### src/include/slow_clock_pkg.sv
// Notes on behaviour
// - external 32.768 kHz clock times slow functions
// - absent flag is bit 0 at 0xF0
// - register cleared only by standby power-on reset
// - 0 means external clock present, default
// - present: external clock drives slow logic
// - absent: derive 32 kHz from 14 MHz (the code divides a 20 MHz system clock)
// - slow functions still work while main powered
package slow_clock_pkg;

  // register map
  localparam logic [7:0] SLOW_CLOCK_PRESENCE_ADDR = 8'hF0;
  localparam int ABSENT_BIT = 0;
  localparam logic [7:0] PRESENCE_RESET = 8'h00;
  localparam logic [7:0] UNMAPPED_READ = 8'h00;

  // timing: system clock and target slow rate
  localparam int SYS_CLK_HZ = 20000000;
  localparam int INT_SLOW_HZ = 32768;
  // half period of the derived clock in system cycles, rounded down
  localparam int HALF_PERIOD_CYCLES = SYS_CLK_HZ / (2 * INT_SLOW_HZ);
  localparam int HALF_CNT_W = 10;

  // source select states, one-hot
  typedef enum logic [3:0] {
    SRC_EXT = 4'h1,
    SRC_WAIT_OFF = 4'h2,
    SRC_INT = 4'h4,
    SRC_WAIT_OFF_INT = 4'h8
  } src_state_t;

  // register bus request bundle
  typedef struct packed {
    logic [7:0] addr;
    logic [7:0] wdata;
    logic wr;
    logic rd;
  } reg_req_t;

endpackage

### src/slow_clock_source_select.sv
module slow_clock_source_select
  #(
    parameter int HALF_PERIOD = slow_clock_pkg::HALF_PERIOD_CYCLES
  )
  (
    // clock and reset
    input wire logic sys_clk,
    input wire logic rst_n,
    // standby rail power-on reset, active low, synchronous
    input wire logic standby_por_n,
    // register port
    input wire slow_clock_pkg::reg_req_t reg_req,
    output logic [7:0] reg_rdata,
    // external slow clock pin
    input wire logic slow_clock_input_pin,
    // selected slow clock and status
    output logic slow_clk_out,
    output logic ext_slow_clock_absent,
    output logic using_internal
  );

  // pin synchroniser; first stage only feeds the second
  logic pin_meta;
  logic pin_sync;
  // presence register, standby domain
  logic [7:0] presence;
  // internal divider
  logic [slow_clock_pkg::HALF_CNT_W-1:0] div_cnt;
  logic int_clk;
  // select state
  slow_clock_pkg::src_state_t state;
  slow_clock_pkg::src_state_t next_state;
  logic next_out;
  logic [7:0] next_rdata;

  // divider width, declared before the decode that casts to it
  localparam int HALF_CNT_W = slow_clock_pkg::HALF_CNT_W;

  // decode
  wire hit = reg_req.addr == slow_clock_pkg::SLOW_CLOCK_PRESENCE_ADDR;
  wire wr_hit = reg_req.wr && hit;
  wire absent = presence[slow_clock_pkg::ABSENT_BIT];
  // the switch follows the registered flag, so the selected source never
  // changes before or in the same cycle as the status output
  wire sel_absent = ext_slow_clock_absent;
  wire div_wrap = div_cnt == HALF_CNT_W'(HALF_PERIOD - 1);

  // read data mux; unmapped addresses read zero
  assign next_rdata = (reg_req.rd && hit) ? presence : slow_clock_pkg::UNMAPPED_READ;

  // two-flop synchroniser for the asynchronous pin
  always_ff @(posedge sys_clk)
  begin
    pin_meta <= slow_clock_input_pin;
    pin_sync <= pin_meta;
  end

  // presence register: only the standby rail reset clears it,
  // so a main reset does not lose the board strap setting
  always_ff @(posedge sys_clk)
  begin
    if (!standby_por_n)
      presence <= slow_clock_pkg::PRESENCE_RESET;
    else if (wr_hit)
      presence <= reg_req.wdata;
  end

  // read data registered, valid the cycle after the strobe
  always_ff @(posedge sys_clk)
  begin
    if (!rst_n)
      reg_rdata <= 8'h00;
    else
      reg_rdata <= next_rdata;
  end

  // internal slow clock from the system clock; the rate is only nominal
  // since the count rounds down, which is fine for blink and wake timing
  always_ff @(posedge sys_clk)
  begin
    if (!rst_n)
    begin
      div_cnt <= '0;
      int_clk <= 1'b0;
    end
    else if (div_wrap)
    begin
      div_cnt <= '0;
      int_clk <= ~int_clk;
    end
    else
      div_cnt <= div_cnt + HALF_CNT_W'(1);
  end

  // glitch-free switch: leave a source only while it is low, hold
  // output low until the new source is also low, then follow it
  always_comb
  begin
    next_state = state;
    next_out = 1'b0;
    unique case (state)
      slow_clock_pkg::SRC_EXT:
      begin
        next_out = pin_sync;
        if (sel_absent && !pin_sync)
          next_state = slow_clock_pkg::SRC_WAIT_OFF;
      end
      slow_clock_pkg::SRC_WAIT_OFF:
      begin
        // wait for a low phase of the internal clock; a flag that drops
        // meanwhile turns back towards the external pin, output still low
        if (!sel_absent)
          next_state = slow_clock_pkg::SRC_WAIT_OFF_INT;
        else if (!int_clk)
          next_state = slow_clock_pkg::SRC_INT;
      end
      slow_clock_pkg::SRC_INT:
      begin
        next_out = int_clk;
        if (!sel_absent && !int_clk)
          next_state = slow_clock_pkg::SRC_WAIT_OFF_INT;
      end
      slow_clock_pkg::SRC_WAIT_OFF_INT:
      begin
        // wait for a low phase of the external clock; a flag that rises
        // meanwhile turns back towards the internal source
        if (sel_absent)
          next_state = slow_clock_pkg::SRC_WAIT_OFF;
        else if (!pin_sync)
          next_state = slow_clock_pkg::SRC_EXT;
      end
      default:
        next_state = slow_clock_pkg::SRC_EXT;
    endcase
  end

  // select state and registered outputs
  always_ff @(posedge sys_clk)
  begin
    if (!rst_n)
    begin
      state <= slow_clock_pkg::SRC_EXT;
      slow_clk_out <= 1'b0;
      ext_slow_clock_absent <= 1'b0;
      using_internal <= 1'b0;
    end
    else
    begin
      state <= next_state;
      slow_clk_out <= next_out;
      ext_slow_clock_absent <= absent;
      using_internal <= next_state == slow_clock_pkg::SRC_INT;
    end
  end

endmodule

### config.mk
export PLATFORM = sky130hd
export DESIGN_NAME = slow_clock_source_select
export DESIGN_NICKNAME = d
export VERILOG_FILES = /design/src/include/slow_clock_pkg.sv /design/src/slow_clock_source_select.sv
export SDC_FILE = /design/constraint.sdc
export NUM_CORES = 1
export LEC_CHECK = 0
export BUFFER_PORTS_ARGS = -buffer_cell sky130_fd_sc_hd__buf_2
export CAP_MARGIN = 10
export CORE_MARGIN = 2
export CORE_UTILIZATION = 56
export DETAILED_ROUTE_END_ITERATION = 10
export GPL_TIMING_DRIVEN = 0
export PLACE_DENSITY = 0.81
export SETUP_SLACK_MARGIN = 0.4
export SLEW_MARGIN = 20
export SYNTH_ARGS = -nofsm -noshare
export SYNTH_HDL_FRONTEND = slang
export SYNTH_SLANG_ARGS = --single-unit
### constraint.sdc
create_clock -name sys_clk -period 4.8 [get_ports sys_clk]
set_input_delay 1.2 -clock sys_clk [delete_from_list [all_inputs] [get_ports sys_clk]]
set_output_delay 1.2 -clock sys_clk [all_outputs]
set_load 0.05 [all_outputs]
==> results of run 1 <==
[cell families after synthesis]
group	share of synthesized area (%)
AOI/OAI and AO/OA	9.69
muxes	6.23
adders and majority gates	2.42
buffers and inverters	2.60
DFF	49.8
xor gates and xnor gates	1.82
and+or+nand+nor	27.4
[sequential cells by signal, indices dropped and copies added, names as in the netlist]
name / flops
div_cnt: 10
presence: 8
reg_rdata: 8
state: 4
ext_slow_clock_absent: 1
int_clk: 1
pin_meta: 1
pin_sync: 1
slow_clk_out: 1
using_internal: 1
[Yosys cell counts, drive strengths merged, types with 3 or more instances]
master / instances
dfxtp: 36
nand2: 23
and2: 10
mux2i: 9
nor2: 9
inv: 7
a21oi: 6
o21ai: 6
nand3: 5
and3: 4
clkbuf: 3
nand2b: 3
or3: 3
or4: 3
[layout make-up]
type	count	area share, %
buffer	3	0.655
clock buffer	5	2.18
clock inverter	3	2.47
inverter	7	1.53
multi-input combinational	105	40.0
sequential	36	41.9
tap	30	2.18
timing repair buffer	31	9.02
[power by group through the flow]
| stage | logic (W) | clock network [W] | registers (W) |
|---|---|---|---|
| 2_1_floorplan | 0.0000132 | 0 | 0.000313 |
| 3_3_place_gp | 0.0000251 | 0 | 0.000312 |
| 3_5_place_dp | 0.0000263 | 0 | 0.000313 |
| 4_1_cts | 0.0000266 | 0.000213 | 0.000306 |
| 5_1_grt | 0.0000306 | 0.000223 | 0.000307 |
| 6_report | 0.0000263 | 0.000210 | 0.000306 |
[worst reg2reg max path, delay by kind of cell, from the launching register on]
family	cells	cell delay (ns)
AND/OR/NAND/NOR	2	0.65
AO/OA/AOI/OAI	1	0.49
flip-flops	1	0.38
[through the flow]
stage | power (W) | cells | hold WS, ns | worst slack [ns] | util [%]
after global placement | 0.000338 | 212 | 0.310 | 2.10 | 66.8
after global routing | 0.000560 | 220 | 0.368 | 2.32 | 70.0
final | 0.000543 | 220 | 0.341 | 2.46 | 70.0
after CTS | 0.000546 | 220 | 0.345 | 2.44 | 70.0
after detailed placement | 0.000339 | 212 | 0.315 | 2.08 | 66.8
after floorplan | 0.000327 | 151 | 0.310 | 2.43 | -
[final timing paths]
kind / from / end / slack [ns] / cells after the start
worst min register to register: pin_meta$_DFF_P_ / pin_sync$_DFF_P_ / 0.34 / 0
worst max register to register: div_cnt[3]$_SDFF_PP0_ / div_cnt[4]$_SDFF_PP0_ / 3.17 / 3
worst min-delay path: pin_meta$_DFF_P_ / pin_sync$_DFF_P_ / 0.34 / 0
worst max-delay path: reg_req[11] / reg_rdata[7]$_SDFF_PN0_ / 2.46 / 4
[per-layer routing]
layer  global-route usage, %  vias up
met5                       0        -
li1                        -      605
met4                    10.0        0
met1                    21.8      525
met3                    5.74        4
met2                    38.3       40
==> flow_summary_export.csv, run 1 <==
group,metric,value,unit
worst_setup_path,start_kind,"input pin",
timing,final.min_clock_period,2.34,ns
worst_setup_path,crit_required,5.08,ns
clock_network,cts_tree,"done",
synthesis,synth_edf_count,0,
floorplan,fp.coreArea,2450,um2
synthesis,yosysSeqAreaShare,49.8,%
power_and_ir_drop,combPwrFrac,4.9,%
routing,wl_per_cell,11.8,um
routing,routedLengthMet1,1090,um
routing,highest_layer,"met4",
floorplan,die-width,54.8,um
clock_network,numCtsBuffers,5,
timing,maxSlewViolCount,0,
placement,routabilityCongestion,0.824,
layout,final_cell_mix,"dfxtp_1 (36), buf_2 (31), nand2_1 (23), mux2i_1 (9), nor2_1 (9)",
synthesis,synth_cells,151,
synthesis,post_synth.cell_area_avg,9.58,um2
floorplan,dieHeight,54.8,um
timing,tightest_slew,0.608,ns
layout,drive_gt1_share,27.4,%
layout,diodes,0,
power_and_ir_drop,p_int,0.000423,W
timing,setup_viol,0,
synthesis,ys.flop_type,"dfxtp_1",
synthesis,synth_top_area_share,49.8,%
global_route,grt_usage,21.0,%
floorplan,ios,33,
worst_setup_path,cp_data_arrival_time,2.63,ns
clock_network,hold_buffers,0,
global_route,grt_pass1_vias,1088,
clock_network,cts_resized,0,
clock_network,clkTransAtPathRegs,0.11,ns
routing,met3_length,132,um
placement,post-dp-hpwl,1960,um
layout,multi_input_area,688,um2
worst_setup_path,cp_max_fo,8,
synthesis,synthTopCellsByArea,"dfxtp_1 (50%), mux2i_1 (6.2%), nand2_1 (6.0%), and2_2 (4.2%), nor2_1 (2.3%)",
run_status,status,"finished clean",
routing,antenna_left,0,
placement,placed_area,1640,um2
worst_setup_path,max_stage_delay,0.55,ns
worst_setup_path,worst-path-buf-inv,1,
layout,nFillCells,193,
clock_network,clock_path_buffers,2,
layout,nets,213,
layout,design_area,1720,um2
floorplan,rows,18,
timing,skew,0.00821,ns
routing,wirelength,2590,um
synthesis,mappedNetlistNets,175,
layout,syn_to_final_growth,18.9,%
timing,rsz0062_at_grt,"no",
power_and_ir_drop,clkPwrFrac,38.7,%
layout,layout.area.seq,721,um2
power_and_ir_drop,switchingPower,0.000119,W
timing,setup_tns,0,ns
floorplan,start_util,58.9,%
power_and_ir_drop,powerDensity,316,nW/um2
synthesis,ys_async_sr_fraction,0,%
clock_network,cts.sinks,36,
global_route,grt_max_degree,13,
routing,dr.first_iter.drc_count,15,
synthesis,ys_warn_count,0,
placement,portBuffers,31,
global_route,grt_overflow,0,
flow_run,maxCapViolCount,0,
routing,firstDrtPassIters,4,
timing,fmax,427,MHz
synthesis,syn_area,1450,um2
power_and_ir_drop,swShare,22.0,%
worst_setup_path,crit_type,"in -> reg",
floorplan,die-area,3010,um2
global_route,grt_pass1_wl,4380,um
layout,layout_commonest_cell,"dfxtp_1",
clock_network,post-cts-setup-buffers,0,
power_and_ir_drop,power_frac_seq,56.4,%
timing,hold_viol,0,
worst_setup_path,path_cells,"buf_2 > or4_4 > nor3_1 > and2_2",
power_and_ir_drop,ir_drop,0.346,mV
timing,max_slew_margin,59.2,%
clock_network,cts_root_buf,"clkbuf_4",
clock_network,h-tree-depth,2,
synthesis,ys_seq_elements,36,
synthesis,synth_cell_types,34,
routing,wl_met2,1350,um
worst_setup_path,critPathCaptureType,"register",
clock_network,insertion_delay,0.33,ns
global_route,antenna_found_initial,0,
routing,drc,0,
worst_setup_path,path_delay_family,"simple AND/OR/NAND/NOR gates",
synthesis,yosysTopAreaCell,"dfxtp_1",
routing,vias,1174,
timing,period_share,48.8,%
min_path,hp-class,"reg -> reg",
worst_setup_path,cp_slowest_cell,"or4_4",
routing,vias_per_cell,5.34,
power_and_ir_drop,power.leakage,0.695,nW
No activity file was read; power rests on OpenSTA's default activity.
==> run 2, diff against run 1 <==
--- a/config.mk
+++ b/config.mk
@@ -8,10 +8,10 @@
 export BUFFER_PORTS_ARGS = -buffer_cell sky130_fd_sc_hd__buf_2
 export CAP_MARGIN = 10
 export CORE_MARGIN = 2
-export CORE_UTILIZATION = 56
+export CORE_UTILIZATION = 47
 export DETAILED_ROUTE_END_ITERATION = 10
 export GPL_TIMING_DRIVEN = 0
-export PLACE_DENSITY = 0.81
+export PLACE_DENSITY = 0.73
 export SETUP_SLACK_MARGIN = 0.4
 export SLEW_MARGIN = 20
 export SYNTH_ARGS = -nofsm -noshare
==> constraint.sdc (replaced) <==
create_clock -name sys_clk -period 2 [get_ports sys_clk]
set_input_delay 0.5 -clock sys_clk [delete_from_list [all_inputs] [get_ports sys_clk]]
set_output_delay 0.5 -clock sys_clk [all_outputs]
set_load 0.05 [all_outputs]
==> run 2 against run 1 <==
Effect of this change: non-clock buffer count increased by 1; sequential power increased by 140%; critical endpoint is now presence[6]$_SDFFE_PN0P_; clock power increased by 70%; global-route usage decreased by 4.8 points.
==> flow_summary_export.csv, run 2 (synthesized netlist as in run 1, its figures left out) <==
group,metric,value,unit
worst_setup_path,critPathCaptureType,"register",
floorplan,die-width,59.5,um
global_route,grt_pass1_vias,1080,
floorplan,start_util,48.6,%
floorplan,fp.coreArea,2980,um2
clock_network,clkTransAtPathRegs,0.10,ns
timing,whs,0.260,ns
power_and_ir_drop,ir_drop,0.421,mV
global_route,grt_max_degree,12,
clock_network,numCtsBuffers,5,
run_status,status,"finished clean",
timing,max_slew_margin,65.8,%
worst_setup_path,path_delay_family,"simple AND/OR/NAND/NOR gates",
min_path,min_path_cells,1,
layout,diodes,0,
timing,fmax,641,MHz
placement,pre_cts_slack,-0.0337,ns
worst_setup_path,reg2reg_depth,4,
timing,rsz0062_at_grt,"yes",
worst_setup_path,cp.depth,4,
clock_network,clock_path_buffers,2,
worst_setup_path,crit_required,2.26,ns
floorplan,rows,20,
worst_setup_path,crit_type,"in -> reg",
clock_network,h-tree-depth,2,
layout,nets,214,
timing,setup_viol,0,
placement,post-dp-hpwl,1910,um
clock_network,cts.sinks,36,
global_route,antenna_found_initial,0,
timing,skew,0.00432,ns
routing,vias,1171,
global_route,grt_pass1_wl,4310,um
routing,vias_per_cell,5.25,
timing,hold_viol,0,
global_route,grt_overflow,0,
layout,layout_commonest_cell,"dfxtp_1",
layout,largest_register_ffs,10,
min_path,hp-class,"in -> reg",
timing,tightest_slew,0.512,ns
layout,largest_registers,"div_cnt: 10 flops, presence: 8 flops, reg_rdata: 8 flops",
worst_setup_path,path_cells,"buf_2 > or4_4 > nor3_4 > mux2i_1",
layout,syn_to_final_growth,18.6,%
layout,multi_input_area,693,um2
timing,final.min_clock_period,1.56,ns
worst_setup_path,cp_slowest_cell,"or4_4",
routing,wirelength,2590,um
power_and_ir_drop,power.leakage,0.688,nW
layout,final_core_util,57.6,%
global_route,grt_usage,16.2,%
layout,drive_gt1_share,29.5,%
floorplan,ios,33,
placement,portBuffers,31,
routing,firstDrtPassIters,4,
layout,nFillCells,261,
placement,routabilityCongestion,0.772,
timing,period_share,78.1,%
routing,wl_per_cell,11.6,um
worst_setup_path,cp_data_arrival_time,1.83,ns
clock_network,cts_tree,"done",
timing,setup_tns,0,ns
layout,layout.area.seq,724,um2
flow_run,maxCapViolCount,0,
worst_setup_path,start_kind,"input pin",
worst_setup_path,max_stage_delay,0.55,ns
floorplan,dieHeight,59.5,um
layout,final_cell_mix,"dfxtp_1 (33), buf_2 (30), nand2_1 (23), mux2i_1 (9), nor2_1 (9)",
floorplan,die-area,3540,um2
clock_network,cts_root_buf,"clkbuf_4",
worst_setup_path,worst-path-buf-inv,1,
power_and_ir_drop,powerDensity,674,nW/um2
worst_setup_path,cp_max_fo,8,
routing,dr.first_iter.drc_count,53,
routing,antenna_left,0,
timing,setup_slack,0.439,ns
routing,drc,0,
timing,maxSlewViolCount,0,
clock_network,insertion_delay,0.33,ns
layout,top_register,"div_cnt",
[run 2: final timing paths]
| kind | startpoint | to | slack, ns |
|---|---|---|---|
| max | reg_req[11] | presence[6]$_SDFFE_PN0P_ | 0.44 |
| min | slow_clock_input_pin | pin_meta$_DFF_P_ | 0.26 |
| max reg2reg | div_cnt[2]$_SDFF_PP0_ | div_cnt[9]$_SDFF_PP0_ | 0.44 |
| min reg2reg | pin_meta$_DFF_P_ | pin_sync$_DFF_P_ | 0.34 |
[run 2: final cells by class]
| type | instances | share of cell area, % |
|---|---|---|
| well taps | 33 | 2.41 |
| plain buffers | 3 | 0.656 |
| clock inverters | 2 | 0.729 |
| flip-flops and latches | 36 | 42.2 |
| repair buffers | 32 | 9.85 |
| inverters | 7 | 1.53 |
| clock buffers | 5 | 2.19 |
| multi-input cells | 105 | 40.4 |
[run 2: per-layer routing]
metal | up-vias | part of all wire [%] | track usage, % | wire length [um]
met4 | 0 | 2.5 | 10.4 | 65
li1 | 599 | - | - | -
met3 | 7 | 5.8 | 4.80 | 149
met2 | 41 | 46 | 24.0 | 1180
met1 | 524 | 46 | 20.4 | 1190
met5 | - | 0 | 0 | 0
[run 2: repair_timing]
item / CTS / global route
endpoints found under the setup margin: 8 / 10
setup buffers: 0 / 1
hold buffers: 0 / 0
pin swaps: 0 / 1
resized for setup: 1 / 5
[run 2: where the power goes]
part / leakage (nW) / internal [W] / switching (W)
logic: 0.368 / 0.0000314 / 0.0000331
clock network: 0.0271 / 0.000128 / 0.000229
registers: 0.293 / 0.000725 / 0.00000873
total: 0.688 / 0.000885 / 0.000271
[run 2: worst register-to-register path, stage by stage, from the launching register on]
cell	delay, ns
dfxtp_1	0.38
or3b_2	0.51
o41ai_4	0.34
buf_6	0.18
a21oi_1	0.04
[run 2: through the flow]
| step | cell area, um2 | cells | total power, W |
|---|---|---|---|
| floorplan | 1450 | 151 | 0.000784 |
| global placement | 1640 | 215 | 0.000810 |
| detailed placement | 1640 | 215 | 0.000813 |
| CTS | 1700 | 222 | 0.00116 |
| global route | 1720 | 223 | 0.00120 |
| finish | 1720 | 223 | 0.00116 |
==> run 3, diff against run 2 <==
--- a/config.mk
+++ b/config.mk
@@ -5,13 +5,14 @@
 export SDC_FILE = /design/constraint.sdc
 export NUM_CORES = 1
 export LEC_CHECK = 0
+export ABC_AREA = 1
 export BUFFER_PORTS_ARGS = -buffer_cell sky130_fd_sc_hd__buf_2
 export CAP_MARGIN = 10
 export CORE_MARGIN = 2
-export CORE_UTILIZATION = 47
+export CORE_UTILIZATION = 54
 export DETAILED_ROUTE_END_ITERATION = 10
 export GPL_TIMING_DRIVEN = 0
-export PLACE_DENSITY = 0.73
+export PLACE_DENSITY = 0.77
 export SETUP_SLACK_MARGIN = 0.4
 export SLEW_MARGIN = 20
 export SYNTH_ARGS = -nofsm -noshare
==> constraint.sdc (replaced) <==
create_clock -name sys_clk -period 1.6 [get_ports sys_clk]
set_input_delay 0.4 -clock sys_clk [delete_from_list [all_inputs] [get_ports sys_clk]]
set_output_delay 0.4 -clock sys_clk [all_outputs]
set_load 0.05 [all_outputs]
==> run 3 against run 2 <==
Effect of this change: clock power rose by 85%; combinational power rose by 150%; clock skew is 0.0071 ns higher; cell area rose by 28%; die area grew 2.7%; critical path type is now reg -> out; largest cell class is now multi-input combinational cells; largest power group unchanged; highest routed layer unchanged.
==> flow_summary_export.csv, run 3 <==
group,metric,value,unit
run_status,status,"finished clean",
global_route,grt_usage,19.8,%
layout,diodes,0,
clock_network,clock_path_buffers,2,
worst_setup_path,cp_data_arrival_time,0.87,ns
layout,nets,293,
synthesis,syn_area,1710,um2
worst_setup_path,reg2reg_depth,7,
power_and_ir_drop,ir_drop,0.582,mV
floorplan,ios,33,
placement,routabilityCongestion,0.856,
worst_setup_path,start_kind,"register",
timing,max_slew_margin,78.8,%
global_route,grt_overflow,0,
global_route,grt_pass1_vias,1264,
timing,rsz0062_at_grt,"yes",
timing,tightest_slew,0.318,ns
floorplan,dieHeight,60.3,um
layout,drive_gt1_share,35.2,%
floorplan,fp.coreArea,3030,um2
worst_setup_path,cp_slowest_cell,"dfxtp_2",
synthesis,ys_warn_count,0,
clock_network,hold_buffers,0,
clock_network,numCtsBuffers,5,
timing,setup_viol,0,
synthesis,ys_seq_elements,36,
routing,wirelength,3400,um
routing,drc,0,
min_path,hp-class,"in -> reg",
layout,nFillCells,242,
worst_setup_path,path_cells,"buf_8",
timing,hold_viol,0,
worst_setup_path,path_delay_family,"flip-flops",
clock_network,insertion_delay,0.35,ns
worst_setup_path,crit_path_start,"reg_rdata[2]$_SDFF_PN0_",
timing,period_share,79.3,%
min_path,min-delay-start,"slow_clock_input_pin",
synthesis,ys.flop_type,"dfxtp_1",
timing,final.min_clock_period,1.27,ns
layout,final_cell_mix,"nand2_1 (47), inv_1 (45), nor2_1 (27), dfxtp_1 (22), buf_2 (21)",
global_route,grt_max_degree,14,
timing,skew,0.0114,ns
routing,dr.first_iter.drc_count,61,
routing,vias,1499,
synthesis,yosysSeqAreaShare,42.1,%
synthesis,ys_top_cells_by_count,"inv_1 (48), nand2_1 (47), dfxtp_1 (36), nor2_1 (30), nand4_1 (12)",
layout,syn_to_final_growth,28.5,%
clock_network,cts_tree,"done",
routing,vias_per_cell,4.77,
floorplan,die-area,3630,um2
layout,layout_commonest_cell,"nand2_1",
worst_setup_path,cp_max_fo,1,
placement,post-dp-hpwl,2130,um
global_route,antenna_found_initial,0,
worst_setup_path,critPathCaptureType,"output port",
routing,firstDrtPassIters,4,
worst_setup_path,r2r_end,"div_cnt[3]$_SDFF_PP0_",
timing,fmax,788,MHz
power_and_ir_drop,power.leakage,0.999,nW
synthesis,synth_cell_types,23,
synthesis,synth_top_area_share,42.1,%
synthesis,synthTopCellsByArea,"dfxtp_1 (42%), inv_1 (11%), nand2_1 (10%), nor2_1 (6.6%), nand4_1 (4.4%)",
layout,largest_registers,"div_cnt: 10 flops, presence: 8 flops, reg_rdata: 8 flops",
min_path,min_path_cells,1,
clock_network,cts.sinks,36,
placement,placed_area,1910,um2
clock_network,clkTransAtPathRegs,0.12,ns
synthesis,yosysTopAreaCell,"dfxtp_1",
worst_setup_path,ff2ff_setup_slack,0.42,ns
placement,portBuffers,29,
worst_setup_path,worst-path-buf-inv,1,
routing,wl_per_cell,10.8,um
timing,setup_tns,0,ns
synthesis,mappedNetlistNets,254,
global_route,grt_pass1_wl,5220,um
worst_setup_path,crit-reg2reg-launch,"div_cnt[0]$_SDFF_PP0_",
clock_network,cts_root_buf,"clkbuf_4",
routing,antenna_left,0,
layout,top_register,"div_cnt",
floorplan,die-width,60.3,um
clock_network,h-tree-depth,2,
layout,design_area,2200,um2
worst_setup_path,max_stage_delay,0.37,ns
flow_run,maxCapViolCount,0,
min_path,hold_end,"pin_meta$_DFF_P_",
floorplan,rows,20,
synthesis,synth_cells,230,
synthesis,ys_async_sr_fraction,0,%
worst_setup_path,crit_type,"reg -> out",
synthesis,post_synth.cell_area_avg,7.44,um2
worst_setup_path,crit_required,1.20,ns
synthesis,synth_most_common_cell,"inv_1",
layout,largest_register_ffs,10,
synthesis,synth_edf_count,0,
power_and_ir_drop,powerDensity,795,nW/um2
timing,maxSlewViolCount,0,
floorplan,start_util,56.5,%
## run 3: logic make-up after synthesis
group | Yosys count | share of synthesized area, %
simple gates | 127 | 39.2
buf+inv | 52 | 11.6
flops | 36 | 42.1
compound gates | 7 | 2.49
xor+xnor | 6 | 3.07
fa+ha+maj | 2 | 1.46
## run 3: through the flow
step | util, % | instances | worst slack [ns] | hold WS [ns] | power [W]
final | 72.6 | 314 | 0.331 | 0.141 | 0.00175
after global routing | 72.6 | 314 | 0.297 | 0.127 | 0.00182
after CTS | 69.6 | 313 | 0.322 | 0.128 | 0.00173
after detailed placement | 63.1 | 303 | 0.334 | 0.313 | 0.00108
after global placement | 63.1 | 303 | 0.365 | 0.311 | 0.00107
after floorplan | - | 230 | 0.493 | 0.310 | 0.00104
## run 3: power breakdown
part	internal (W)	switching (W)	total, W
sequential	0.000909	0.0000179	0.000927
clock	0.000334	0.000328	0.000662
combinational	0.0000661	0.0000939	0.000160
total	0.00131	0.000440	0.00175
## run 3: what timing repair did
item	CTS	global route
cloned	1	0
setup endpoints to repair	21	26
setup buffers	1	1
pin swaps	2	2
gates resized for setup	37	23
## run 3: worst max path at each step
stage                                           to  slack, ns  cells past startpoint
final                                 reg_rdata[2]       0.33                      1
after global routing         ext_slow_clock_absent       0.30                      1
after CTS                    ext_slow_clock_absent       0.32                      1
after detailed placement  presence[3]$_SDFFE_PN0P_       0.33                      8
after global placement    presence[7]$_SDFFE_PN0P_       0.37                      8
after floorplan                state[0]$_SDFF_PN1_       0.49                      7
## run 3: cell type report
cell class              count  area [um2]  share of cell area (%)
clock inverters             3        46.3                    2.11
flip-flops and latches     36         746                    33.9
multi-input cells         143         856                    38.9
plain buffers               3        15.0                   0.683
clock buffers               5        37.5                    1.71
inverters                  49         184                    8.37
well taps                  44        55.1                    2.50
repair buffers             31         259                    11.8
## run 3: metal layers
layer / track usage (%) / vias up / part of all wire, %
met2: 32.3 / 57 / 51
li1: - / 770 / -
met1: 22.9 / 665 / 40
met3: 7.36 / 7 / 6.1
met5: 0 / - / 0
met4: 8.89 / 0 / 2.1
